--- src/sfds_pkg.sv ---
// constants, register map and types for the frame dma service block
package sfds_pkg;
   // register map, channel A at 0x00, channel B at 0x10
   localparam logic [7:0] OFS_CTRL    = 8'h00;
   localparam logic [7:0] OFS_CMD     = 8'h04;
   localparam logic [7:0] OFS_TXDATA  = 8'h08;
   localparam logic [7:0] OFS_STATUS  = 8'h0c;
   localparam logic [7:0] CH_STRIDE   = 8'h10;
   localparam logic [7:0] OFS_VBASE   = 8'h20;
   localparam logic [7:0] OFS_VSTAT   = 8'h24;
   // control register fields
   localparam int         CTRL_TXEN   = 0;
   localparam int         CTRL_EXTIE  = 1;
   localparam int         CTRL_SAV    = 2;
   localparam int         CTRL_RXM    = 3;
   localparam int         CTRL_DMA    = 5;
   localparam int         CTRL_M86    = 6;
   localparam logic [7:0] CTRL_RST    = 8'h00;
   localparam logic [7:0] CTRL_MASK_A = 8'hfb;
   // command codes in bits 2:0 of the command register
   localparam logic [2:0] CMD_ABORT   = 3'h1;
   localparam logic [2:0] CMD_RST_EXT = 3'h2;
   localparam logic [2:0] CMD_RST_TXP = 3'h3;
   localparam logic [2:0] CMD_ERR_RST = 3'h4;
   // status register fields
   localparam int         ST_BEMPTY   = 0;
   localparam int         ST_EOM      = 1;
   localparam int         ST_CTS      = 2;
   localparam int         ST_EXT      = 3;
   localparam int         ST_OVR      = 4;
   localparam int         ST_EOF      = 5;
   localparam int         ST_CRCERR   = 6;
   localparam int         ST_RES      = 7;
   localparam int         ST_REQ      = 10;
   localparam int         ST_INH      = 11;
   // serial framing
   localparam logic [15:0] FLAG_CHAR  = 16'h007e;
   localparam logic [15:0] ABORT_CHAR = 16'hffff;
   localparam logic [4:0]  BYTE_BITS  = 5'd8;
   localparam logic [4:0]  CRC_BITS   = 5'd16;
   localparam logic [4:0]  ABORT_BITS = 5'd8;
   localparam logic [2:0]  STUFF_RUN  = 3'd5;
   localparam logic [15:0] CRC_INIT   = 16'hffff;
   localparam logic [15:0] CRC_POLY   = 16'h8408;
   localparam logic [7:0]  VBASE_RST  = 8'h00;
   // vector codes, highest pending condition
   localparam logic [2:0] VEC_NONE    = 3'b111;
   localparam logic [2:0] VEC_B_EXT   = 3'b001;
   localparam logic [2:0] VEC_B_SPEC  = 3'b011;
   localparam logic [2:0] VEC_A_EXT   = 3'b101;
   localparam logic [2:0] VEC_A_SPEC  = 3'b111;

   typedef enum logic [2:0] {TX_OFF, TX_IDLE, TX_DATA, TX_CRC, TX_CLOSE, TX_ABORT} sfds_tx_t;
endpackage : sfds_pkg

--- src/sfds_top.sv ---
// two-channel bit-oriented transmit framer with dma requests, receive status and vectoring
//
// Decided for this implementation: the AHB-Lite register port and the address map.
`timescale 1ns/1ps
module sfds_top (
   input  wire logic        clk,
   input  wire logic        nrst,
   input  wire logic        hsel,
   input  wire logic [31:0] haddr,
   input  wire logic [1:0]  htrans,
   input  wire logic        hwrite,
   input  wire logic [2:0]  hsize,
   input  wire logic [31:0] hwdata,
   input  wire logic        hready,
   output logic      [31:0] hrdata,
   output logic             hreadyout,
   output logic             hresp,
   input  wire logic [1:0]  cts_n,
   input  wire logic [1:0]  tx_bit_tick,
   output logic      [1:0]  txd,
   input  wire logic [1:0]  rx_overrun_pulse,
   input  wire logic [1:0]  rx_eof_pulse,
   input  wire logic [1:0]  rx_crc_err,
   input  wire logic [5:0]  rx_residue,
   input  wire logic        hold_acknowledge_in_n,
   input  wire logic        dma_rd_n,
   input  wire logic        dma_wr_n,
   input  wire logic [7:0]  dma_wdata,
   output logic             tx_dma_request_first_chan,
   output logic             tx_dma_request_second_chan,
   output logic             int_n
);
   logic [7:0]        ctrl_q [2];
   logic [7:0]        vbase_q;
   sfds_pkg::sfds_tx_t tx_st_q [2];
   logic [15:0]       shreg_q [2];
   logic [4:0]        bitcnt_q [2];
   logic [2:0]        ones_q [2];
   logic [15:0]       crc_q [2];
   logic [7:0]        tbuf_q [2];
   logic [1:0]        buf_full_q, eom_q, ext_q, req_q, inh_q, cts_n_q;
   logic [1:0]        ovr_q, eof_q, crcerr_q;
   logic [2:0]        res_q [2];
   logic [1:0]        int_req, bufwr, cmd_abort, cmd_rext, cmd_rtxp, cmd_err, spec;
   logic [7:0]        bufwr_data [2];
   logic              ap_wr_q, ap_rd_q, rd_n_q, wr_n_q, accept, dma_wr_fire;
   logic [7:0]        ap_addr_q;
   logic [2:0]        vcode;
   logic [7:0]        vstat;
   logic [31:0]       rdata_q;
   logic              int_n_q;

   function automatic logic [15:0] crc_step(input logic [15:0] c, input logic b);
      crc_step = {1'b0, c[15:1]} ^ ((c[0] ^ b) ? sfds_pkg::CRC_POLY : 16'h0000);
   endfunction : crc_step

   function automatic logic [7:0] reg_ofs(input logic ch, input logic [7:0] ofs);
      reg_ofs = ch ? ofs + sfds_pkg::CH_STRIDE : ofs;
   endfunction : reg_ofs

   // ahb-lite slave, zero wait states, read data snapshot at the address phase
   assign hreadyout = 1'b1;
   assign hresp     = 1'b0;
   assign hrdata    = rdata_q;

   always_ff @(posedge clk or negedge nrst) begin
      if (!nrst) begin
         ap_wr_q   <= 1'b0;
         ap_rd_q   <= 1'b0;
         ap_addr_q <= 8'h00;
      end else if (hready) begin
         ap_wr_q   <= hsel & htrans[1] & hwrite;
         ap_rd_q   <= hsel & htrans[1] & ~hwrite;
         ap_addr_q <= haddr[7:0];
      end
   end

   always_ff @(posedge clk or negedge nrst) begin
      if (!nrst) begin
         rdata_q <= 32'h00000000;
      end else if (hready && hsel && htrans[1] && !hwrite) begin
         rdata_q <= 32'h00000000;
         for (int c = 0; c < 2; c++) begin
            if (haddr[7:0] == reg_ofs(c[0], sfds_pkg::OFS_CTRL))
               rdata_q[7:0] <= ctrl_q[c];
            if (haddr[7:0] == reg_ofs(c[0], sfds_pkg::OFS_STATUS)) begin
               rdata_q[sfds_pkg::ST_BEMPTY] <= ~buf_full_q[c];
               rdata_q[sfds_pkg::ST_EOM]    <= eom_q[c];
               rdata_q[sfds_pkg::ST_CTS]    <= ~cts_n[c];
               rdata_q[sfds_pkg::ST_EXT]    <= ext_q[c];
               rdata_q[sfds_pkg::ST_OVR]    <= ovr_q[c];
               rdata_q[sfds_pkg::ST_EOF]    <= eof_q[c];
               rdata_q[sfds_pkg::ST_CRCERR] <= crcerr_q[c];
               rdata_q[sfds_pkg::ST_RES +: 3] <= res_q[c];
               rdata_q[sfds_pkg::ST_REQ]    <= req_q[c];
               rdata_q[sfds_pkg::ST_INH]    <= inh_q[c];
            end
         end
         if (haddr[7:0] == sfds_pkg::OFS_VBASE)
            rdata_q[7:0] <= vbase_q;
         if (haddr[7:0] == sfds_pkg::OFS_VSTAT)
            rdata_q[7:0] <= vstat;
      end
   end

   // write decode in the data phase; commands are one-cycle strobes
   always_comb begin
      accept      = hold_acknowledge_in_n | (rd_n_q & ~dma_rd_n) | (wr_n_q & ~dma_wr_n);
      dma_wr_fire = ~hold_acknowledge_in_n & wr_n_q & ~dma_wr_n;
      for (int c = 0; c < 2; c++) begin
         cmd_abort[c] = ap_wr_q && ap_addr_q == reg_ofs(c[0], sfds_pkg::OFS_CMD)
                        && hwdata[2:0] == sfds_pkg::CMD_ABORT;
         cmd_rext[c]  = ap_wr_q && ap_addr_q == reg_ofs(c[0], sfds_pkg::OFS_CMD)
                        && hwdata[2:0] == sfds_pkg::CMD_RST_EXT;
         cmd_rtxp[c]  = ap_wr_q && ap_addr_q == reg_ofs(c[0], sfds_pkg::OFS_CMD)
                        && hwdata[2:0] == sfds_pkg::CMD_RST_TXP;
         cmd_err[c]   = ap_wr_q && ap_addr_q == reg_ofs(c[0], sfds_pkg::OFS_CMD)
                        && hwdata[2:0] == sfds_pkg::CMD_ERR_RST;
         bufwr[c]      = ap_wr_q && ap_addr_q == reg_ofs(c[0], sfds_pkg::OFS_TXDATA);
         bufwr_data[c] = hwdata[7:0];
         int_req[c]    = ctrl_q[c][sfds_pkg::CTRL_DMA] && tx_st_q[c] != sfds_pkg::TX_OFF
                         && !buf_full_q[c] && !inh_q[c];
         spec[c]       = (ovr_q[c] | eof_q[c])
                         && ctrl_q[c][sfds_pkg::CTRL_RXM +: 2] != 2'b00;
      end
      // the dma write goes to the highest-priority channel in service
      if (dma_wr_fire && req_q[0]) begin
         bufwr[0]      = 1'b1;
         bufwr_data[0] = dma_wdata;
      end else if (dma_wr_fire && req_q[1]) begin
         bufwr[1]      = 1'b1;
         bufwr_data[1] = dma_wdata;
      end
   end

   always_ff @(posedge clk or negedge nrst) begin
      if (!nrst) begin
         ctrl_q[0] <= sfds_pkg::CTRL_RST;
         ctrl_q[1] <= sfds_pkg::CTRL_RST;
         vbase_q   <= sfds_pkg::VBASE_RST;
      end else if (ap_wr_q) begin
         if (ap_addr_q == sfds_pkg::OFS_CTRL)
            ctrl_q[0] <= hwdata[7:0] & sfds_pkg::CTRL_MASK_A;
         if (ap_addr_q == reg_ofs(1'b1, sfds_pkg::OFS_CTRL))
            ctrl_q[1] <= hwdata[7:0];
         if (ap_addr_q == sfds_pkg::OFS_VBASE)
            vbase_q <= hwdata[7:0];
      end
   end

   // dma request register; a buffer write wins over a new acceptance
   always_ff @(posedge clk or negedge nrst) begin
      if (!nrst) begin
         req_q  <= 2'b00;
         inh_q  <= 2'b00;
         rd_n_q <= 1'b1;
         wr_n_q <= 1'b1;
      end else begin
         rd_n_q <= dma_rd_n;
         wr_n_q <= dma_wr_n;
         for (int c = 0; c < 2; c++) begin
            if (bufwr[c] || cmd_rtxp[c] || !int_req[c])
               req_q[c] <= 1'b0;
            else if (accept)
               req_q[c] <= 1'b1;
            if (bufwr[c])
               inh_q[c] <= 1'b0;
            else if (cmd_rtxp[c])
               inh_q[c] <= 1'b1;
         end
      end
   end
   assign tx_dma_request_first_chan  = req_q[0];
   assign tx_dma_request_second_chan = req_q[1];

   // transmitter: flags in idle, data, closing crc, closing flag, abort
   always_ff @(posedge clk or negedge nrst) begin
      if (!nrst) begin
         for (int c = 0; c < 2; c++) begin
            tx_st_q[c]  <= sfds_pkg::TX_OFF;
            shreg_q[c]  <= sfds_pkg::ABORT_CHAR;
            bitcnt_q[c] <= 5'd0;
            ones_q[c]   <= 3'd0;
            crc_q[c]    <= sfds_pkg::CRC_INIT;
            tbuf_q[c]   <= 8'h00;
         end
         buf_full_q <= 2'b00;
         eom_q      <= 2'b00;
         txd        <= 2'b11;
      end else begin
         for (int c = 0; c < 2; c++) begin
            logic        b;
            logic [15:0] cnx;
            b   = shreg_q[c][0];
            cnx = crc_step(crc_q[c], b);
            if (bufwr[c]) begin
               tbuf_q[c]     <= bufwr_data[c];
               buf_full_q[c] <= 1'b1;
               eom_q[c]      <= 1'b0;
            end
            if (!ctrl_q[c][sfds_pkg::CTRL_TXEN]) begin
               tx_st_q[c] <= sfds_pkg::TX_OFF;
               txd[c]     <= 1'b1;
            end else if (cmd_abort[c]) begin
               // the stuffing run before it makes the total 8 to 13 ones
               tx_st_q[c]    <= sfds_pkg::TX_ABORT;
               shreg_q[c]    <= sfds_pkg::ABORT_CHAR;
               bitcnt_q[c]   <= sfds_pkg::ABORT_BITS;
               buf_full_q[c] <= 1'b0;
               ones_q[c]     <= 3'd0;
            end else if (tx_bit_tick[c]) begin
               if (tx_st_q[c] == sfds_pkg::TX_OFF) begin
                  tx_st_q[c]  <= sfds_pkg::TX_IDLE;
                  shreg_q[c]  <= sfds_pkg::FLAG_CHAR;
                  bitcnt_q[c] <= sfds_pkg::BYTE_BITS;
               end else if ((tx_st_q[c] == sfds_pkg::TX_DATA || tx_st_q[c] == sfds_pkg::TX_CRC)
                            && ones_q[c] == sfds_pkg::STUFF_RUN) begin
                  txd[c]    <= 1'b0;
                  ones_q[c] <= 3'd0;
               end else begin
                  txd[c]     <= b;
                  shreg_q[c] <= {1'b0, shreg_q[c][15:1]};
                  if ((tx_st_q[c] == sfds_pkg::TX_DATA || tx_st_q[c] == sfds_pkg::TX_CRC) && b)
                     ones_q[c] <= ones_q[c] + 3'd1;
                  else
                     ones_q[c] <= 3'd0;
                  if (tx_st_q[c] == sfds_pkg::TX_DATA)
                     crc_q[c] <= cnx;
                  bitcnt_q[c] <= bitcnt_q[c] - 5'd1;
                  if (bitcnt_q[c] == 5'd1) begin
                     bitcnt_q[c] <= sfds_pkg::BYTE_BITS;
                     case (tx_st_q[c])
                        sfds_pkg::TX_IDLE, sfds_pkg::TX_CLOSE: begin
                           if (buf_full_q[c] && !bufwr[c]) begin
                              tx_st_q[c]    <= sfds_pkg::TX_DATA;
                              shreg_q[c]    <= {8'h00, tbuf_q[c]};
                              buf_full_q[c] <= 1'b0;
                              crc_q[c]      <= sfds_pkg::CRC_INIT;
                           end else begin
                              tx_st_q[c] <= sfds_pkg::TX_IDLE;
                              shreg_q[c] <= sfds_pkg::FLAG_CHAR;
                           end
                        end
                        sfds_pkg::TX_DATA: begin
                           if (buf_full_q[c] && !bufwr[c]) begin
                              shreg_q[c]    <= {8'h00, tbuf_q[c]};
                              buf_full_q[c] <= 1'b0;
                           end else begin
                              // underrun or end of message closes the frame
                              tx_st_q[c]  <= sfds_pkg::TX_CRC;
                              shreg_q[c]  <= ~cnx;
                              bitcnt_q[c] <= sfds_pkg::CRC_BITS;
                              eom_q[c]    <= 1'b1;
                           end
                        end
                        sfds_pkg::TX_CRC: begin
                           tx_st_q[c] <= sfds_pkg::TX_CLOSE;
                           shreg_q[c] <= sfds_pkg::FLAG_CHAR;
                        end
                        sfds_pkg::TX_ABORT: begin
                           tx_st_q[c] <= sfds_pkg::TX_IDLE;
                           shreg_q[c] <= sfds_pkg::FLAG_CHAR;
                        end
                        default: begin
                           tx_st_q[c] <= sfds_pkg::TX_IDLE;
                           shreg_q[c] <= sfds_pkg::FLAG_CHAR;
                        end
                     endcase
                  end
               end
            end
         end
      end
   end

   // external status latch: cts going active, entry into the closing crc
   always_ff @(posedge clk or negedge nrst) begin
      if (!nrst) begin
         ext_q   <= 2'b00;
         cts_n_q <= 2'b11;
      end else begin
         cts_n_q <= cts_n;
         for (int c = 0; c < 2; c++) begin
            if ((cts_n_q[c] && !cts_n[c]))
               ext_q[c] <= 1'b1;
            else if (tx_st_q[c] == sfds_pkg::TX_DATA && eom_q[c] == 1'b0
                     && bitcnt_q[c] == 5'd1 && tx_bit_tick[c] && ones_q[c] != sfds_pkg::STUFF_RUN
                     && !(buf_full_q[c] && !bufwr[c]) && ctrl_q[c][sfds_pkg::CTRL_TXEN]
                     && !cmd_abort[c])
               ext_q[c] <= 1'b1;
            else if (cmd_rext[c])
               ext_q[c] <= 1'b0;
         end
      end
   end

   // special receive status; set wins over the error reset
   always_ff @(posedge clk or negedge nrst) begin
      if (!nrst) begin
         ovr_q    <= 2'b00;
         eof_q    <= 2'b00;
         crcerr_q <= 2'b00;
         res_q[0] <= 3'd0;
         res_q[1] <= 3'd0;
      end else begin
         for (int c = 0; c < 2; c++) begin
            if (rx_overrun_pulse[c])
               ovr_q[c] <= 1'b1;
            else if (cmd_err[c])
               ovr_q[c] <= 1'b0;
            if (rx_eof_pulse[c]) begin
               eof_q[c]    <= 1'b1;
               crcerr_q[c] <= rx_crc_err[c];
               res_q[c]    <= rx_residue[3*c +: 3];
            end else if (cmd_err[c]) begin
               eof_q[c]    <= 1'b0;
               crcerr_q[c] <= 1'b0;
            end
         end
      end
   end

   // fixed priority: a special, a external, b special, b external
   always_comb begin
      if (spec[0])
         vcode = sfds_pkg::VEC_A_SPEC;
      else if (ext_q[0] && ctrl_q[0][sfds_pkg::CTRL_EXTIE])
         vcode = sfds_pkg::VEC_A_EXT;
      else if (spec[1])
         vcode = sfds_pkg::VEC_B_SPEC;
      else if (ext_q[1] && ctrl_q[1][sfds_pkg::CTRL_EXTIE])
         vcode = sfds_pkg::VEC_B_EXT;
      else
         vcode = sfds_pkg::VEC_NONE;
      vstat = vbase_q;
      if (ctrl_q[1][sfds_pkg::CTRL_SAV]) begin
         if (ctrl_q[1][sfds_pkg::CTRL_M86])
            vstat[2:0] = vcode;
         else
            vstat[4:2] = vcode;
      end
   end

   always_ff @(posedge clk or negedge nrst) begin
      if (!nrst)
         int_n_q <= 1'b1;
      else
         int_n_q <= ~(|(ext_q & {ctrl_q[1][sfds_pkg::CTRL_EXTIE],
                                ctrl_q[0][sfds_pkg::CTRL_EXTIE]}) | (|spec));
   end
   assign int_n = int_n_q;

   AST_CTS_EXT: assert property (@(posedge clk) disable iff (!nrst)
      (cts_n_q[0] && !cts_n[0]) |=> ext_q[0]) else $error("cts edge did not set ext latch");
   AST_EOM_CRC: assert property (@(posedge clk) disable iff (!nrst)
      $rose(eom_q[0]) |-> tx_st_q[0] == sfds_pkg::TX_CRC && bitcnt_q[0] == 5'd16 && ext_q[0])
      else $error("closing crc not started with ext latch");
   AST_INT_LOW: assert property (@(posedge clk) disable iff (!nrst)
      (ext_q[0] && ctrl_q[0][1]) [*2] |-> !int_n) else $error("interrupt not driven low");
   AST_ABORT: assert property (@(posedge clk) disable iff (!nrst)
      (cmd_abort[0] && ctrl_q[0][0]) |=> tx_st_q[0] == sfds_pkg::TX_ABORT && !buf_full_q[0])
      else $error("abort did not discard");
   AST_ABORT_ONES: assert property (@(posedge clk) disable iff (!nrst)
      (tx_st_q[0] == sfds_pkg::TX_ABORT && tx_bit_tick[0] && ctrl_q[0][0] && !cmd_abort[0])
      |=> txd[0])
      else $error("abort bit not one");
   AST_WR_CLR: assert property (@(posedge clk) disable iff (!nrst)
      bufwr[0] |=> !req_q[0]) else $error("buffer write left request");
   AST_INHIBIT: assert property (@(posedge clk) disable iff (!nrst)
      inh_q[0] |-> !req_q[0]) else $error("request while inhibited");
   AST_HAI_EDGE: assert property (@(posedge clk) disable iff (!nrst)
      (!hold_acknowledge_in_n && !accept && !req_q[1]) |=> !req_q[1])
      else $error("request accepted without strobe edge");
   AST_PRIO: assert property (@(posedge clk) disable iff (!nrst)
      (dma_wr_fire && req_q == 2'b11) |=> buf_full_q[0] && !$past(bufwr[1]))
      else $error("channel b served before a");
   AST_STUFF: assert property (@(posedge clk) disable iff (!nrst)
      (tx_st_q[0] == sfds_pkg::TX_DATA && ones_q[0] == 3'd5 && tx_bit_tick[0]
       && ctrl_q[0][0] && !cmd_abort[0]) |=> !txd[0] && ones_q[0] == 3'd0)
      else $error("no zero after five ones");
   AST_SPEC_HOLD: assert property (@(posedge clk) disable iff (!nrst)
      (ovr_q[0] && !cmd_err[0]) |=> ovr_q[0]) else $error("overrun lost before error reset");
   AST_EOF_VALID: assert property (@(posedge clk) disable iff (!nrst)
      rx_eof_pulse[0] |=> eof_q[0] && crcerr_q[0] == $past(rx_crc_err[0]))
      else $error("end of frame status wrong");
   AST_VEC: assert property (@(posedge clk) disable iff (!nrst)
      (ctrl_q[1][2] && ctrl_q[1][6] && !spec[0] && !(ext_q[0] && ctrl_q[0][1]) && spec[1])
      |-> vstat[2:0] == 3'b011) else $error("vector code wrong");

   COV_EOM: cover property (@(posedge clk) disable iff (!nrst) $rose(eom_q[0]));
   COV_RESTART: cover property (@(posedge clk) disable iff (!nrst)
      tx_st_q[0] == sfds_pkg::TX_CLOSE ##1 tx_st_q[0] == sfds_pkg::TX_DATA);
   COV_ABORT: cover property (@(posedge clk) disable iff (!nrst)
      tx_st_q[0] == sfds_pkg::TX_ABORT);
   COV_BOTH_REQ: cover property (@(posedge clk) disable iff (!nrst) req_q == 2'b11);
endmodule : sfds_top

--- config.mk ---
export PLATFORM = sky130hd
export DESIGN_NAME = sfds_top
export DESIGN_NICKNAME = d
export VERILOG_FILES = /design/src/sfds_pkg.sv /design/src/sfds_top.sv
export SDC_FILE = /design/constraint.sdc
export NUM_CORES = 1
export LEC_CHECK = 0
export BUFFER_PORTS_ARGS = -buffer_cell sky130_fd_sc_hd__buf_2
export CORE_ASPECT_RATIO = 1.25
export CORE_UTILIZATION = 36
export DETAILED_ROUTE_END_ITERATION = 10
export GPL_ROUTABILITY_DRIVEN = 0
export REMOVE_ABC_BUFFERS = 1
export SYNTH_ARGS = -nofsm -noshare
export SYNTH_HDL_FRONTEND = slang
export SYNTH_SLANG_ARGS = --single-unit
--- constraint.sdc ---
create_clock -name clk -period 2.8 [get_ports clk]
set_input_delay 0.56 -clock clk [delete_from_list [all_inputs] [get_ports clk]]
set_output_delay 0.56 -clock clk [all_outputs]
set_load 0.005 [all_outputs]
Word level (Yosys, flattened, before mapping)
Cells that the tools add are included.
- add/subtract/negate cells: 4
- shift-type cells: 0
- divide/modulo/power cells: 0
- multiply operators: 0
- magnitude comparators: 0
- reductions and logical operators: 109
- equality and inequality tests: 47
- bitwise gates (word level): 34
- multiplexer cells: 155
- operator list (kind ; number):
    $mux W16 ; 22
    $mux W3 ; 28
    $mux W5 ; 15
    $mux W8 ; 9
    $mux W1 ; 71
    $pmux W16 S2 ; 2
    $logic_and A1 B1 Y1 ; 49
    $eq A8 B5 Y1 const B ; 5
    $not A16 Y16 ; 2
    $xor A15 B16 Y16 ; 2
    $eq A8 B6 Y1 const B ; 3
    $mux W12 ; 2
    $reduce_bool A2 Y1 ; 12
    $eq A3 B2 Y1 const B ; 6
    $pmux W3 S3 ; 2
    $reduce_and A3 Y1 ; 6
    $eq A8 B4 Y1 const B ; 2
    $logic_not A8 Y1 ; 2
    $ne A2 B2 Y1 const B ; 8
    $not A1 Y1 ; 16
    $eq A3 B3 Y1 const B ; 5
    $logic_not A1 Y1 ; 15
    $ne A3 B3 Y1 const B ; 4
    $reduce_bool A3 Y1 ; 4
    21 further kinds ; 57
- memories: 0
- word-level logic and storage cells: 389
- bits in registers: 175
- latch bits: 0
- ROM bits: 0
- input bits: 101
- memory bits (writable): 0

Depth between registers and ports, before layout
- word-level depth: 16
- depth in mapped cells: 8
- mapped depth without buffers: 7

Worst setup path before layout
No wires, ideal clock.
- kind: input port to flip-flop
- start: in hwdata[1]
- end: reg shreg_q[29] (netlist bit)
- data arrival time: 2187 ps
- slack: 552 ps
- library setup time: 60 ps
- stages: 7
- cells stage by stage: clkbuf_1 -> or3b_1 -> nor4_4 -> nor2_2 -> buf_2 -> o211ai_1 -> o211a_1
- cells in the longest elaborated chain, start to end: 4
- elaborated cells between the ends (all ways): 6
- those cells by class: eq/ne: 2; mux: 1; reduce/logical: 3
- RTL lines (element ; RTL line ; text):
    start: declaration ; sfds_top.sv:13 ; input wire logic [31:0] hwdata,
    $eq A3 B1 Y1 (*) ; sfds_top.sv:112 ; && hwdata[2:0] == sfds_pkg::CMD_ABORT;
    $logic_and A1 B1 Y1 (*) ; sfds_top.sv:112 ;
    $ne A3 B3 Y1 (no source line) or $reduce_bool A2 Y1 (tied branches) ; -- ;
    $reduce_and A3 Y1 (no source line) ; -- ;
    end signal: indexed assignment ; sfds_top.sv:181 ; shreg_q[c] <= sfds_pkg::ABORT_CHAR;
    end signal: indexed assignment ; sfds_top.sv:207 ; shreg_q[c] <= sfds_pkg::ABORT_CHAR;
    end signal: indexed assignment ; sfds_top.sv:214 ; shreg_q[c] <= sfds_pkg::FLAG_CHAR;
    end: declaration ; sfds_top.sv:36 ; logic [15:0] shreg_q [2];
Mark *: on every way between the ends. The rest lies on a longest branch, timed or not.
A chain may end at the register's enable or synchronous reset.

Worst setup path after layout
- start: reg ap_addr_q[7]
- end: reg shreg_q[23] (netlist bit)
- cells in the longest elaborated chain, start to end: 12
- elaborated cells between the ends (all ways): 19
- those cells by class: eq/ne: 3; mux: 9; reduce/logical: 7
- RTL lines (element ; RTL line ; text):
    start: declaration ; sfds_top.sv:47 ; logic [7:0] ap_addr_q;
    start signal: assignment ; sfds_top.sv:74 ; ap_addr_q <= haddr[7:0];
    $eq A8 B4 Y1 ; sfds_top.sv:119 ; bufwr[c] = ap_wr_q && ap_addr_q == reg_ofs(c[0], sfds_pkg::OFS_TXDATA);
    $logic_and A1 B1 Y1 ; sfds_top.sv:119 ;
    $mux W1 ; sfds_top.sv:127 ; if (dma_wr_fire && req_q[0]) begin
    $logic_not A1 Y1 ; sfds_top.sv:234, sfds_top.sv:245 ;
    $logic_and A1 B1 Y1 ; sfds_top.sv:234, sfds_top.sv:245 ;
    $mux W16 or $mux W8 (tied branches) ; sfds_top.sv:245, sfds_top.sv:234 ;
    $pmux W16 S2 ; sfds_top.sv:232 ; case (tx_st_q[c])
    $mux W16 ; sfds_top.sv:230 ; if (bitcnt_q[c] == 5'd1) begin
    $mux W16 ; sfds_top.sv:216 ; end else if ((tx_st_q[c] == sfds_pkg::TX_DATA || tx_st_q[c] == sfds_pkg::TX_CRC)
    $mux W16 ; sfds_top.sv:212 ; if (tx_st_q[c] == sfds_pkg::TX_OFF) begin
    $mux W16 ; sfds_top.sv:211 ; end else if (tx_bit_tick[c]) begin
    $mux W16 ; sfds_top.sv:204 ; end else if (cmd_abort[c]) begin
    end signal: indexed assignment ; sfds_top.sv:207 ;
    end signal: indexed assignment ; sfds_top.sv:214 ;
    end signal: indexed assignment ; sfds_top.sv:222 ; shreg_q[c] <= {1'b0, shreg_q[c][15:1]};
Parallel ways exist; a longest one is shown, timed or not. The select of a mux whose other input is x is not followed.

==> results.cfg <==
[cts]
ctsHtreeMaxLevel = 4
ctsHoldBuffers = 0
post_cts_buffers = 0
cts_resized = 0
clkSinkCount = 175
path_clk_slew_ns = 0.07
cts_inserted_buffers = 17
cts_tree = built
clk_path_buf_depth = 2
cts_root_buf = clkbuf_16
clk_latency_ns = 0.44

[flow_run]
maxCapViolCount = 0

[finish]
fillers = 2433
drive_gt1_frac = 0.276
stdcell_count = 1318
register_area_sq_mm = 0.00447
syn2layout_area_growth_pct = 15.6
finalInstanceArea_sq_mm = 0.0105
layout.nets = 1083
multi_input_area_sq_mm = 0.00424
layout_common_cells = nand2_1, dfrtp_1, dfstp_2, buf_2, nor2_1
final_common_cell = nand2_1

[route]
vias = 7323
vias_per_cell = 5.56
drt_wl_total_um = 24800
wl_per_cell_um = 18.8
ant_nets = 0
drtPass1Iterations = 5
drc = 0
drtIter0Drc = 478

[setup_path]
r2r_start = ap_addr_q[7]$_DFFE_PN0P_
cp-start-kind = flip-flop
rrSetupSlack_ns = 0.44
r2r_end = shreg_q[23]$_DFFE_PN1P_
crit_type = flip-flop to flip-flop
cp.arrival_ns = 2.72
rr_worst_depth = 6
path_max_fanout = 5
required_ns = 3.16
end_kind = flip-flop

[timing]
rsz0062_at_grt = false
fmax_ghz = 0.425
tightest_slew_ns = 0.904
period_share = 0.841
timing.final.ws_setup_ns = 0.444
period_needed_ns = 2.36
drv_slew = 0
max_slew_margin = 0.394
skew_ns = 0.0119
finalHoldViolCount = 0
setup_viol = 0

[outcome]
outcome = completed

[global_routing]
grt_overflow = 0
grt.total_usage = 0.199
grt_pass1_wl_um = 38800
first_global_vias = 6965
grt_start_max_net_pins = 64
antenna_found_initial = 1

[placed_design]
dp_hpwl_um = 18200
dpl_cell_area_sq_mm = 0.00991
numPortBuffers = 65
dp.cells = 1285
dp_slack_ns = 0.472

[synthesis]
syn_inst = 889
synthArstFlopShare = 1.00
syn_area_sq_mm = 0.00906
synth_largest_area_cell = dfrtp_1
yosysTopAreaCellShare = 0.287
ys.warnings.count = 0
synth_ff_type = dfrtp_1
ys_seq_area_frac = 0.493
avgSynthCellArea_sq_um = 10.2
synth-edff-count = 0
synth_cell_types = 76
yosys-top-cells-area = dfrtp_1, dfstp_2, mux2_2
ys_ff_latch = 175

[power_and_ir_drop]
power_per_cell_area_mw_per_mm2 = 622
vdd_drop_max_uv = 523
p_leak_uw = 0.00453

[floorplanning]
die_area_sq_mm = 0.0258
ioPinCount = 140
initial_core_util = 0.369
die_h_um = 179
coreArea_sq_mm = 0.0246
die_w_um = 144
fp-row-count = 64

[worst_hold_path]
hp-class = input pin to asynchronous set/reset pin
==> layer usage <==
layer  wire, um  up-vias  global-route usage
met4        523        0              0.0590
met2      12400      202               0.340
met1      10700     3658               0.257
li1           -     3422                   -
met3       1150       41              0.0340
met5          0        -                   0
==> synth_stat cells, types with 12 or more instances <==
cell,instances
nand2_1,105
dfrtp_1,104
dfstp_2,71
nor2_1,58
a21oi_1,47
o21ai_0,42
mux2_2,37
nand3_1,36
mux2i_1,29
clkbuf_1,28
buf_4,23
inv_1,23
o2bb2ai_1,18
o22ai_1,14
a21o_1,13
a22oi_1,13
a31oi_1,12
nand4_1,12
nor3_1,12
==> stage by stage <==
stage,hold slack (ns),total power (uW),setup TNS [ns],utilization
finish,0.118,6520,0,0.426
global route,0.160,6830,0,0.426
CTS,0.147,6570,0,0.426
detailed placement,0.467,4260,0,0.403
global placement,0.467,4230,0,0.403
floorplan,0.264,3830,-1.35,-
==> how the worst max path moves through the flow <==
stage	start	end	slack, ns	cells past startpoint
6_report	ap_addr_q[7]$_DFFE_PN0P_	shreg_q[23]$_DFFE_PN1P_	0.44	6
5_1_grt	ap_addr_q[7]$_DFFE_PN0P_	shreg_q[23]$_DFFE_PN1P_	0.39	6
4_1_cts	ap_addr_q[7]$_DFFE_PN0P_	shreg_q[23]$_DFFE_PN1P_	0.45	6
3_5_place_dp	ap_addr_q[7]$_DFFE_PN0P_	shreg_q[23]$_DFFE_PN1P_	0.47	6
3_3_place_gp	ap_addr_q[7]$_DFFE_PN0P_	shreg_q[23]$_DFFE_PN1P_	0.50	6
2_1_floorplan	ap_addr_q[7]$_DFFE_PN0P_	tx_st_q[4]$_DFFE_PN0P_	-0.19	5
==> power breakdown <==
| part | switching [uW] | internal, uW | total, uW |
|---|---|---|---|
| Combinational | 586 | 462 | 1050 |
| Sequential | 225 | 2940 | 3160 |
| Clock | 1070 | 1230 | 2310 |
| Total | 1890 | 4630 | 6520 |
==> flip-flops by register name, summed over array words and instances (netlist names), 8 cells and up <==
name	cells
crc_q	32
hrdata	12
vbase_q	8
ctrl_q	15
shreg_q	32
bitcnt_q	10
ap_addr_q	8
tbuf_q	16
==> final cells by class <==
class,instances,share of cell area
timing repair buffer,111,0.0670
clock inverter,11,0.00860
tap,330,0.0394
sequential,175,0.426
inverter,23,0.00824
clock buffer,21,0.0450
multi-input combinational,646,0.405
antenna,1,0.000239
==> kinds of logic (layout without fill, tap and decap cells) <==
group	count (synthesis)	count (layout)	share of synthesized area
other	2	23	0.000829
adders and majority gates	8	8	0.0110
buffers and inverters	88	166	0.0475
DFF	175	175	0.493
muxes	66	66	0.0780
and+or+nand+nor	297	297	0.171
AOI/OAI and AO/OA	244	244	0.190
xor gates and xnor gates	9	9	0.00870
==> worst max-delay path, stage by stage (launching register included) <==
cell,delay (ns)
dfrtp_1,0.41
or4b_1,0.69
o311ai_4,0.35
buf_4,0.20
nor2_1,0.06
a221o_1,0.31
o221a_2,0.25
No activity file was read; power rests on OpenSTA's default activity.
